--- src/hdl/ccpm_pkg.sv ---
// shared constants and types for the capture/compare/pwm mode control block
package ccpm_pkg;

    // ----------------------------------------------------------------
    // register indices (byte address is four times the index)
    // ----------------------------------------------------------------
    localparam logic [5:0] IDX_UNIT_ONE_CTRL  = 6'h17;
    localparam logic [5:0] IDX_UNIT_TWO_CTRL  = 6'h1d;
    localparam logic [5:0] IDX_STATUS         = 6'h20;
    localparam logic [5:0] IDX_MASK           = 6'h21;
    localparam logic [5:0] IDX_VALUE_ONE      = 6'h22;
    localparam logic [5:0] IDX_VALUE_TWO      = 6'h23;

    // ----------------------------------------------------------------
    // mode field encodings
    // ----------------------------------------------------------------
    localparam logic [3:0] MODE_OFF           = 4'h0;
    localparam logic [3:0] MODE_CAP_FALL      = 4'h4;
    localparam logic [3:0] MODE_CAP_RISE      = 4'h5;
    localparam logic [3:0] MODE_CAP_RISE4     = 4'h6;
    localparam logic [3:0] MODE_CAP_RISE16    = 4'h7;
    localparam logic [3:0] MODE_CMP_SET       = 4'h8;
    localparam logic [3:0] MODE_CMP_CLR       = 4'h9;
    localparam logic [3:0] MODE_CMP_SOFT      = 4'ha;
    localparam logic [3:0] MODE_CMP_SPEC      = 4'hb;
    localparam logic [1:0] MODE_PWM_TOP       = 2'h3;

    // ----------------------------------------------------------------
    // edge prescaler terminal counts and reset values
    // ----------------------------------------------------------------
    localparam logic [3:0] PRESC_RESET        = 4'h0;
    localparam logic [3:0] PRESC_FOUR_LAST    = 4'h3;
    localparam logic [3:0] PRESC_SIXTEEN_LAST = 4'hf;

    // ----------------------------------------------------------------
    // types
    // ----------------------------------------------------------------
    typedef struct packed {
        logic       duty_lsb_high;
        logic       duty_lsb_low;
        logic [3:0] unit_mode_field;
    } ccpm_ctrl_t;

    typedef struct packed {
        logic        read;
        logic        write;
        logic [7:0]  address;
        logic [31:0] writedata;
    } ccpm_avm_req_t;

    typedef enum logic [0:0] {
        CCPM_BUS_IDLE = 1'b0,
        CCPM_BUS_ACK  = 1'b1
    } ccpm_bus_phase_t;

    typedef struct packed {
        ccpm_bus_phase_t phase;
        logic [31:0]     readdata;
    } ccpm_avs_state_t;

    typedef struct packed {
        logic       pin_prev;
        logic       match_prev;
        logic [3:0] presc;
        logic       pin_level;
        logic       event_pulse;
        logic       special_pulse;
    } ccpm_unit_state_t;

    typedef struct packed {
        ccpm_ctrl_t [1:0]       ctrl;
        logic [1:0][15:0]       value;
        logic [1:0]             flag;
        logic [1:0]             mask;
        ccpm_unit_state_t [1:0] unit;
        logic                   adc_start;
    } ccpm_top_state_t;

    localparam ccpm_avs_state_t AVS_RESET = '0;
    localparam ccpm_top_state_t TOP_RESET = '0;

endpackage : ccpm_pkg

--- src/hdl/ccpm_avs_slave.sv ---
// avalon-mm slave front end with one wait state per access
`timescale 1ns/1ps
module ccpm_avs_slave
    import ccpm_pkg::*;
(
    input  wire logic          mclk_in,
    input  wire logic          rstn_in,
    input  wire ccpm_avm_req_t avm_req_in,
    input  wire logic [31:0]   rdata_in,
    output logic [31:0]        avm_readdata_out,
    output logic               avm_waitrequest_out,
    output logic               wr_strobe_out,
    output logic [5:0]         reg_index_out
);

    ccpm_avs_state_t r;
    ccpm_avs_state_t next_r;
    logic            hit;

    // ----------------------------------------------------------------
    // decode
    // ----------------------------------------------------------------
    // unaligned addresses are unmapped: reads give zero, writes vanish
    assign hit           = (avm_req_in.address[1:0] == 2'b00);
    assign reg_index_out = avm_req_in.address[7:2];

    // ----------------------------------------------------------------
    // handshake
    // ----------------------------------------------------------------
    // first cycle of a request always waits, so read data is a flop
    always_comb begin
        next_r = r;
        if (r.phase == CCPM_BUS_IDLE) begin
            if (avm_req_in.read || avm_req_in.write) begin
                next_r.phase = CCPM_BUS_ACK;
            end
            if (avm_req_in.read) begin
                next_r.readdata = hit ? rdata_in : 32'h0000_0000;
            end
        end else begin
            next_r.phase = CCPM_BUS_IDLE;
        end
    end

    // state register
    always_ff @(posedge mclk_in or negedge rstn_in) begin
        if (!rstn_in) begin
            r <= AVS_RESET;
        end else begin
            r <= next_r;
        end
    end

    // outputs: write lands at the edge that ends the ack cycle
    assign avm_waitrequest_out = (avm_req_in.read || avm_req_in.write) && (r.phase == CCPM_BUS_IDLE);
    assign wr_strobe_out       = avm_req_in.write && hit && (r.phase == CCPM_BUS_ACK);
    assign avm_readdata_out    = r.readdata;

endmodule : ccpm_avs_slave

--- src/hdl/ccpm_mode_ctrl.sv ---
// mode control for two capture/compare/pwm units with register access
//
// What this block does
// - in pwm mode bits 5-4 of the control register are the two low bits of the 10-bit duty, above them the duty byte.
// - mode 0000 disables the unit and returns its capture, compare and pwm logic to reset.
// - mode 0100 captures the timer and sets the unit flag on every falling pin edge.
// - mode 0111 captures once per sixteen rising pin edges through an edge prescaler.
// - mode 1000 drives the pin high on a compare match and sets the unit flag.
// - mode 1001 drives the pin low on a compare match and sets the unit flag.
// - mode 1010 only sets the unit flag on a match and leaves the pin as it is.
// - mode 1011 sets the flag and issues a special event on a match, leaving the pin alone.
// - a special event resets the shared timer, and from unit two also starts a conversion if the converter is on.
`timescale 1ns/1ps
module ccpm_mode_ctrl
    import ccpm_pkg::*;
(
    input  wire logic          mclk_in,
    input  wire logic          rstn_in,
    input  wire ccpm_avm_req_t avm_req_in,
    output logic [31:0]        avm_readdata_out,
    output logic               avm_waitrequest_out,
    input  wire logic [15:0]   shared_sixteen_bit_timer_in,
    input  wire logic          adc_enabled_in,
    input  wire logic [1:0]    unit_io_pin_in,
    output logic [1:0]         unit_io_pin_out,
    output logic [1:0]         unit_io_pin_oe_out,
    output logic               timer_reset_out,
    output logic               adc_start_out,
    output logic               irq_out
);

    ccpm_top_state_t r;
    ccpm_top_state_t next_r;
    logic [31:0]     rdata;
    logic            wr_strobe;
    logic [5:0]      reg_index;

    // ----------------------------------------------------------------
    // bus slave
    // ----------------------------------------------------------------
    ccpm_avs_slave u_avs (
        .mclk_in             (mclk_in),
        .rstn_in             (rstn_in),
        .avm_req_in          (avm_req_in),
        .rdata_in            (rdata),
        .avm_readdata_out    (avm_readdata_out),
        .avm_waitrequest_out (avm_waitrequest_out),
        .wr_strobe_out       (wr_strobe),
        .reg_index_out       (reg_index)
    );

    // ----------------------------------------------------------------
    // read mux
    // ----------------------------------------------------------------
    // unused upper bits pad with zero, so bits 7:6 of control read 0
    always_comb begin
        case (reg_index)
            IDX_UNIT_ONE_CTRL: rdata = {26'h0000000, r.ctrl[0]};
            IDX_UNIT_TWO_CTRL: rdata = {26'h0000000, r.ctrl[1]};
            IDX_STATUS:        rdata = {30'h00000000, r.flag};
            IDX_MASK:          rdata = {30'h00000000, r.mask};
            IDX_VALUE_ONE:     rdata = {16'h0000, r.value[0]};
            IDX_VALUE_TWO:     rdata = {16'h0000, r.value[1]};
            default:           rdata = 32'h0000_0000;
        endcase
    end

    // ----------------------------------------------------------------
    // unit engines, register writes, flags
    // ----------------------------------------------------------------
    // engines run first, bus writes next, then captures and flag sets
    // so that hardware events win over a same-cycle software write
    always_comb begin
        logic [3:0] mode;
        logic       pin;
        logic       rise;
        logic       fall;
        logic       match;
        logic       hit;
        logic [1:0] cap;
        mode   = MODE_OFF;
        pin    = 1'b0;
        rise   = 1'b0;
        fall   = 1'b0;
        match  = 1'b0;
        hit    = 1'b0;
        cap    = 2'b00;
        next_r = r;
        for (int i = 0; i < 2; i++) begin
            mode  = r.ctrl[i].unit_mode_field;
            pin   = unit_io_pin_in[i];
            rise  = pin && !r.unit[i].pin_prev;
            fall  = !pin && r.unit[i].pin_prev;
            match = (shared_sixteen_bit_timer_in == r.value[i]);
            hit   = match && !r.unit[i].match_prev;   // one event per match
            next_r.unit[i].pin_prev      = pin;
            next_r.unit[i].match_prev    = match;
            next_r.unit[i].event_pulse   = 1'b0;
            next_r.unit[i].special_pulse = 1'b0;
            case (mode)
                MODE_OFF: begin
                    next_r.unit[i].presc     = PRESC_RESET;
                    next_r.unit[i].pin_level = 1'b0;
                end
                MODE_CAP_FALL: begin
                    cap[i] = fall;
                end
                MODE_CAP_RISE: begin
                    cap[i] = rise;
                end
                MODE_CAP_RISE4, MODE_CAP_RISE16: begin
                    if (rise) begin
                        if (r.unit[i].presc == ((mode == MODE_CAP_RISE4) ? PRESC_FOUR_LAST : PRESC_SIXTEEN_LAST)) begin
                            next_r.unit[i].presc = PRESC_RESET;
                            cap[i]               = 1'b1;
                        end else begin
                            next_r.unit[i].presc = r.unit[i].presc + 4'h1;
                        end
                    end
                end
                MODE_CMP_SET: begin
                    if (hit) begin
                        next_r.unit[i].pin_level   = 1'b1;
                        next_r.unit[i].event_pulse = 1'b1;
                    end
                end
                MODE_CMP_CLR: begin
                    if (hit) begin
                        next_r.unit[i].pin_level   = 1'b0;
                        next_r.unit[i].event_pulse = 1'b1;
                    end
                end
                MODE_CMP_SOFT: begin
                    next_r.unit[i].event_pulse = hit;
                end
                MODE_CMP_SPEC: begin
                    next_r.unit[i].event_pulse   = hit;
                    next_r.unit[i].special_pulse = hit;
                end
                default: begin
                    // pwm: high while the timer low bits sit below the duty
                    if (mode[3:2] == MODE_PWM_TOP) begin
                        next_r.unit[i].pin_level = shared_sixteen_bit_timer_in[9:0] <
                            {r.value[i][7:0], r.ctrl[i].duty_lsb_high, r.ctrl[i].duty_lsb_low};
                    end
                end
            endcase
            if (cap[i]) begin
                next_r.unit[i].event_pulse = 1'b1;
            end
        end
        // software writes; a control write restarts the edge prescaler
        if (wr_strobe) begin
            case (reg_index)
                IDX_UNIT_ONE_CTRL: begin
                    next_r.ctrl[0]       = ccpm_ctrl_t'(avm_req_in.writedata[5:0]);
                    next_r.unit[0].presc = PRESC_RESET;
                end
                IDX_UNIT_TWO_CTRL: begin
                    next_r.ctrl[1]       = ccpm_ctrl_t'(avm_req_in.writedata[5:0]);
                    next_r.unit[1].presc = PRESC_RESET;
                end
                IDX_STATUS:    next_r.flag     = r.flag & ~avm_req_in.writedata[1:0];
                IDX_MASK:      next_r.mask     = avm_req_in.writedata[1:0];
                IDX_VALUE_ONE: next_r.value[0] = avm_req_in.writedata[15:0];
                IDX_VALUE_TWO: next_r.value[1] = avm_req_in.writedata[15:0];
                default: ;
            endcase
        end
        // capture beats a same-cycle value write, flag set beats clear
        for (int i = 0; i < 2; i++) begin
            if (cap[i]) begin
                next_r.value[i] = shared_sixteen_bit_timer_in;
            end
            next_r.flag[i] = next_r.flag[i] | next_r.unit[i].event_pulse;
        end
        next_r.adc_start = next_r.unit[1].special_pulse && adc_enabled_in;
    end

    // state register; everything clears at reset
    always_ff @(posedge mclk_in or negedge rstn_in) begin
        if (!rstn_in) begin
            r <= TOP_RESET;
        end else begin
            r <= next_r;
        end
    end

    // ----------------------------------------------------------------
    // outputs
    // ----------------------------------------------------------------
    // the pin is driven in compare and pwm modes only
    for (genvar g = 0; g < 2; g++) begin : g_pin
        assign unit_io_pin_out[g]    = r.unit[g].pin_level;
        assign unit_io_pin_oe_out[g] = r.ctrl[g].unit_mode_field[3];
    end

    // either unit's special event clears the shared timer
    assign timer_reset_out = r.unit[0].special_pulse | r.unit[1].special_pulse;
    assign adc_start_out   = r.adc_start;
    assign irq_out         = |(r.flag & r.mask);

    // ----------------------------------------------------------------
    // assertion helpers
    // ----------------------------------------------------------------
    logic [3:0] mode0;
    logic [3:0] mode1;
    logic       rise0;
    logic       fall0;
    logic       edge_m0;
    logic       edge_m1;
    logic       pwm_mode0;
    logic       pwm_high0;
    logic       ctrl_wr0;
    logic [3:0] rise_cnt_h;

    assign mode0     = r.ctrl[0].unit_mode_field;
    assign mode1     = r.ctrl[1].unit_mode_field;
    assign rise0     = unit_io_pin_in[0] && !r.unit[0].pin_prev;
    assign fall0     = !unit_io_pin_in[0] && r.unit[0].pin_prev;
    assign edge_m0   = (shared_sixteen_bit_timer_in == r.value[0]) && !r.unit[0].match_prev;
    assign edge_m1   = (shared_sixteen_bit_timer_in == r.value[1]) && !r.unit[1].match_prev;
    assign pwm_mode0 = (mode0[3:2] == MODE_PWM_TOP);
    assign pwm_high0 = shared_sixteen_bit_timer_in[9:0] <
                       {r.value[0][7:0], r.ctrl[0].duty_lsb_high, r.ctrl[0].duty_lsb_low};
    assign ctrl_wr0  = wr_strobe && (reg_index == IDX_UNIT_ONE_CTRL);

    // independent count of rising edges seen in sixteen-edge mode
    always_ff @(posedge mclk_in or negedge rstn_in) begin
        if (!rstn_in) begin
            rise_cnt_h <= 4'h0;
        end else if (mode0 != MODE_CAP_RISE16 || ctrl_wr0) begin
            rise_cnt_h <= 4'h0;
        end else if (rise0) begin
            rise_cnt_h <= rise_cnt_h + 4'h1;
        end
    end
endmodule : ccpm_mode_ctrl

--- config.mk ---
export PLATFORM = sky130hd
export DESIGN_NAME = ccpm_mode_ctrl
export DESIGN_NICKNAME = d
export VERILOG_FILES = /design/src/hdl/ccpm_pkg.sv /design/src/hdl/ccpm_avs_slave.sv /design/src/hdl/ccpm_mode_ctrl.sv
export SDC_FILE = /design/constraint.sdc
export NUM_CORES = 1
export LEC_CHECK = 0
export BUFFER_PORTS_ARGS = -buffer_cell sky130_fd_sc_hd__buf_2
export CAP_MARGIN = 40
export CORE_MARGIN = 4
export CORE_UTILIZATION = 50
export DETAILED_ROUTE_END_ITERATION = 8
export PLACE_DENSITY = 0.77
export SYNTH_ARGS = -nofsm -noshare
export SYNTH_HDL_FRONTEND = slang
export SYNTH_SLANG_ARGS = --single-unit
--- constraint.sdc ---
create_clock -name mclk_in -period 1.85 [get_ports mclk_in]
set_clock_uncertainty 0.1 [all_clocks]
set_input_delay 0.0925 -clock mclk_in [delete_from_list [all_inputs] [get_ports mclk_in]]
set_output_delay 0.0925 -clock mclk_in [all_outputs]
set_load 0.005 [all_outputs]
* After elaboration in Yosys (flattened, before gate mapping)
Index checks and enable logic that the tools add are counted.
Storage, ports and cells: flip-flop bits (word level) 98, bits in latches 0, memory bits (writable) 0, ROM bits 0, input bits 63, output and inout bits 40, word-level logic and storage cells 152, memories 0
Operators by class: $add $sub $neg 2, multiply operators 0, divide/modulo/power cells 0, $lt $le $gt $ge 2, equal/unequal tests 32, shifts and indexed selects 0, multiplexer cells 43, bitwise logic cells 9, reductions and logical operators 41
Operators by type and width (number):
- $pmux W16 S6 | 1
- $mux W16 | 5
- $mux W4 | 10
- $mux W36 | 1
- $eq A16 B16 Y1 | 2
- $eq A4 B3 Y1 const B | 8
- $eq A4 B4 Y1 const B | 8
- $eq A6 B6 Y1 const B | 4
- $lt A10 B10 Y1 | 2
- $pmux W4 S2 | 2
- $eq A6 B5 Y1 const B | 2
- $mux W1 | 12
- $mux W2 | 6
- $pmux W1 S3 | 4
- $reduce_and A2 Y1 | 6
- $reduce_or A6 Y1 | 2
- $logic_and A1 B1 Y1 | 10
- $reduce_or A2 Y1 | 5
- $add A4 B1 Y4 const B | 2
- $eq A4 B4 Y1 | 2
- $logic_not A4 Y1 | 2
- $ne A2 B2 Y1 const B | 4
- $pmux W1 S4 | 2
- $reduce_and A4 Y1 | 2
- other kinds (10) | 25

* Depth between registers and ports, before layout
depth after elaboration 8, mapped depth 8

* Cells and area by module
From an unflattened synthesis, not the netlist that was laid out.
Unflattened totals: cells, all modules 582, area total of the unflattened synthesis 5815.6 um2
By module, submodules not included:
- ccpm_mode_ctrl | times used 1, cells each 467, area each 4329.2 um2
- ccpm_avs_slave | times used 1, cells each 115, area each 1486.4 um2

* Worst setup path after synthesis
Ideal clock, no wire load.
path type register to register, start point register r, in the netlist mode0[0], end point register r[29] (netlist bit), setup time 0.127 ns, arrival 1.776 ns, data required time 1.623 ns, setup slack -0.153 ns, stages on the path, launching flop included 7, path buffers 1, clock period less this slack 2.003 ns, path through dfrtp_1 > or3_1 > nand2_1 > nand3_2 > a2111oi_4 > buf_4 > o21ai_0
Between the ends: cells in the longest elaborated chain, start to end 8, elaborated cells between the ends (all ways) 14
RTL lines:
- from (decl) | RTL line ccpm_mode_ctrl.sv:32 | ccpm_top_state_t r;
- from (signal assigned) | RTL line ccpm_mode_ctrl.sv:185 | r <= next_r;
- $eq A4 B3 Y1 | RTL line ccpm_mode_ctrl.sv:100, ccpm_mode_ctrl.sv:113
- $mux W4 | RTL line ccpm_mode_ctrl.sv:113 | if (r.unit[i].presc == ((mode == MODE_CAP_RISE4) ? PRESC_FOUR_LAST : PRESC_SIXTEEN_LAST)) begin
- $eq A4 B4 Y1 | RTL line ccpm_mode_ctrl.sv:113
- $mux W1 | RTL line ccpm_mode_ctrl.sv:113
- $mux W1 | RTL line ccpm_mode_ctrl.sv:112 | if (rise) begin
- $pmux W1 S3 (*) | RTL line ccpm_mode_ctrl.sv:100 | case (mode)
- $reduce_bool A2 Y1 (no line)
- $reduce_and A2 Y1 (no line)
Every way passes the cells marked *; elsewhere a longest branch is shown, timed or not. A chain may end at the register's enable or synchronous reset.

* Worst setup path after layout
start point register r[28] (netlist bit), end point register r, in the netlist unit_io_pin_out[0]
Between the ends: cells in the longest elaborated chain, start to end 4, elaborated cells between the ends (all ways) 8
RTL lines:
- branches (longest 4 deep; another with $lt A10 B10 Y1)
Parallel ways; which one is timed is not known. The select of a mux whose other input is x is not followed.

==> impl_metrics.toml <==
[clock_network]
cts-root-buf = "clkbuf_8"
cts_buffer_depth = 2
cts_tree = "yes"
numCtsBuffers = 9
clock_latency_ns = 0.37
clock-sinks = 82
htreeDepth = 3
clkSlewWorstSetupHoldPaths_ns = 0.09

[final_layout]
stdcell_area_sq_um = 6740
final_core_util_pct = 68.7
final_common_cell = "dfrtp_1"
fin_nets = 765
drive_gt1_share_pct = 31.9
areaGrowthSynthToFinish_pct = 32.6
nFillCells = 691
final_cell_mix = "dfrtp_1, buf_2, buf_4"
layoutNonFillerInstCount = 820
num_antenna_cells = 0

[sta]
fmax_ghz = 0.480
rsz0062_at_grt = "true"
relSlewSlack_pct = 62.1
fin_crit_sh_pct = 113
period_minus_slack_ns = 2.08
finalHoldViolations = 0
setup_viol = 23
worst_pin_slew_ns = 0.569
slew_violations = 0
setup_ws_ns = -0.232

[synthesis]
netlist_area_sq_um = 5080
async_reset_ff_share_pct = 100
avgSynthCellArea_sq_um = 9.45
ys_seq_area_share_pct = 40.4
yosysTopAreaCell = "dfrtp_1"
ys_ff_latch = 82
syn_inst = 538
synth_edf_count = 0
yosysWarnings = 0
ys_types = 51
synth_top_flop_cell = "dfrtp_1"
synthTopCellsByArea = "dfrtp_1, mux2i_1, xnor2_1, buf_4, o21ai_0"
synth_top_area_share_pct = 40.4

[global_routing]
grt_pass1_vias = 5076
grt_max_degree = 43
antenna_found_initial = 0
grt_pass1_wl_microns = 25300
grt_use_total_pct = 27.9
grt-ovfl-total = 0

[placed_design]
place_area_sq_um = 5760
gp_congestion = 0.907
port-buffer-count = 70
preCtsSetupSlack_ns = -0.214
post-place-cells = 755
hpwl_microns = 10400

[power]
swShare_pct = 30.8
ir_drop_mv = 0.367
p_leak_nw = 3.28
intPower_mw = 3.25
p_comb_share_pct = 25.6
clkPwrFrac_pct = 30.9
seqPwrFrac_pct = 43.5
finalPower_mw = 4.70
p_per_area_nw_per_um2 = 697
p_sw_mw = 1.45

[critical_path]
required_ns = 2.04
cp-end-kind = "flop"
path_max_fanout = 3
startpoint_type = "flop"
worst-setup-path-type = "flop to flop"
cp.arrival_ns = 2.27

[routing]
initialDrtViolationCount = 707
drt_pass1_iterations = 7
wl_per_cell_microns = 21.1
viasPerCell = 6.14
drc = 0
routed_wl_microns = 17300
vias = 5033
antenna_left = 0

[floorplan]
die_area_sq_um = 11800
die_h_microns = 109
start_util_pct = 51.8
pin_count = 103
die_width_microns = 109
row_count = 36
coreArea_sq_um = 9820

[hold_path]
hold_path_class = "input pin to flop"

[job]
max_cap_violations = 0

[status]
violations = "setup timing"
outcome = "finished with violations"
## kinds of logic (layout without fill, tap and decap cells)
logic type	count (synthesis)	count (layout)	synth area share, %
flip-flops	82	82	40.4
AND/OR/NAND/NOR	155	155	15.8
XOR/XNOR	32	32	5.51
AO/OA/AOI/OAI	121	121	14.9
adder cells (fa/ha/maj)	20	20	4.92
buffers and inverters	85	219	9.48
other	1	16	0.0738
multiplexers	42	42	8.96
## metrics by stage
| step | setup TNS, ns | hold slack (ns) |
|---|---|---|
| 4_1_cts | -0.597 | 0.0184 |
| 6_report | -2.40 | 0.0378 |
| 3_5_place_dp | -0.885 | 0.0209 |
| 5_1_grt | -4.76 | 0.0516 |
| 2_1_floorplan | -0.0569 | -0.303 |
| 3_3_place_gp | -0.725 | 0.0182 |
## synth_stat cells (all sizes together) (2+ instances only)
cell type  number
nor4            3
o21ai          66
a211oi          4
or2             3
xnor2          32
a211o           2
a21oi          14
a32oi           3
nand3           2
nand4b          2
a22oi          10
a41oi           2
buf            46
nand4          10
nand2b          5
and2            2
a222oi          6
clkbuf         15
mux2i          32
and3            4
o31ai           3
and4            5
inv            24
nor2b           4
nor2           23
mux2            8
nor3b          12
dfrtp          82
nand2          72
a21boi          3
mux4            2
nor3            4
a2bb2oi         2
ha             20
or3             2
## final cells by class
type	count	area [sq um]	share of cell area (%)
Tap cell	133	166	2.47
Clock buffer	11	131	1.95
Clock inverter	5	78.8	1.17
Timing Repair Buffer	179	1380	20.5
Inverter	24	90.1	1.34
Multi-Input combinational cell	386	2840	42.1
Sequential cell	82	2050	30.5
## path summary, 6_finish.rpt
| path | start | end | slack (ns) | depth (start not counted) |
|---|---|---|---|---|
| setup reg to reg | r[28] | unit_io_pin_out[0] | -0.23 | 8 |
| hold reg to reg | u_avs.r[32] | u_avs.r[32] | 0.35 | 1 |
| min in group asynchronous | rstn_in | r[35] | 0.14 | 2 |
| hold / removal | shared_sixteen_bit_timer_in[15] | r[8] | 0.04 | 4 |
| max in group asynchronous | rstn_in | mode1[2] | 0.85 | 3 |
| setup / recovery | r[28] | unit_io_pin_out[0] | -0.23 | 8 |
## state kept, by name, indices dropped and copies added (netlist names)
register / flops
adc_start_out: 1
mode0: 4
mode1: 4
r: 54
u_avs.avm_readdata_out: 16
u_avs.r: 1
unit_io_pin_out: 2
## critical path, stage by stage, from the launching register on
cell and delay, ns:
dfrtp_1 0.40, buf_4 0.15, inv_1 0.07, ha_1 0.24, a21oi_1 0.29, nor2b_1 0.14, o21ai_1 0.26, a41oi_1 0.19
a2bb2oi_1 0.17
## routing by layer
metal	vias up	GRT usage, %	wire length, microns
met5	-	0	0
met3	127	4.74	1840
met2	395	45.2	7950
met4	0	18.1	1270
li1	2138	-	-
met1	2373	34.2	6250
## power groups by stage
stage / registers [mW] / logic [mW] / clock network (mW)
detailed placement: 2.06 / 0.872 / 0
CTS: 2.02 / 1.01 / 1.45
global placement: 2.05 / 0.834 / 0
global route: 2.05 / 1.27 / 1.53
floorplan: 2.05 / 0.490 / 0
finish: 2.05 / 1.20 / 1.45
## what timing repair did
| item | CTS | global route |
|---|---|---|
| gates resized for setup | 18 | 44 |
| pin swaps | 9 | 11 |
| hold endpoints to repair | 89 | 0 |
| hold buffers | 40 | 0 |
| setup buffers | 3 | 2 |
| setup endpoints to repair | 21 | 39 |
| gates cloned | 2 | 2 |
No activity file was read; power rests on OpenSTA's default activity.
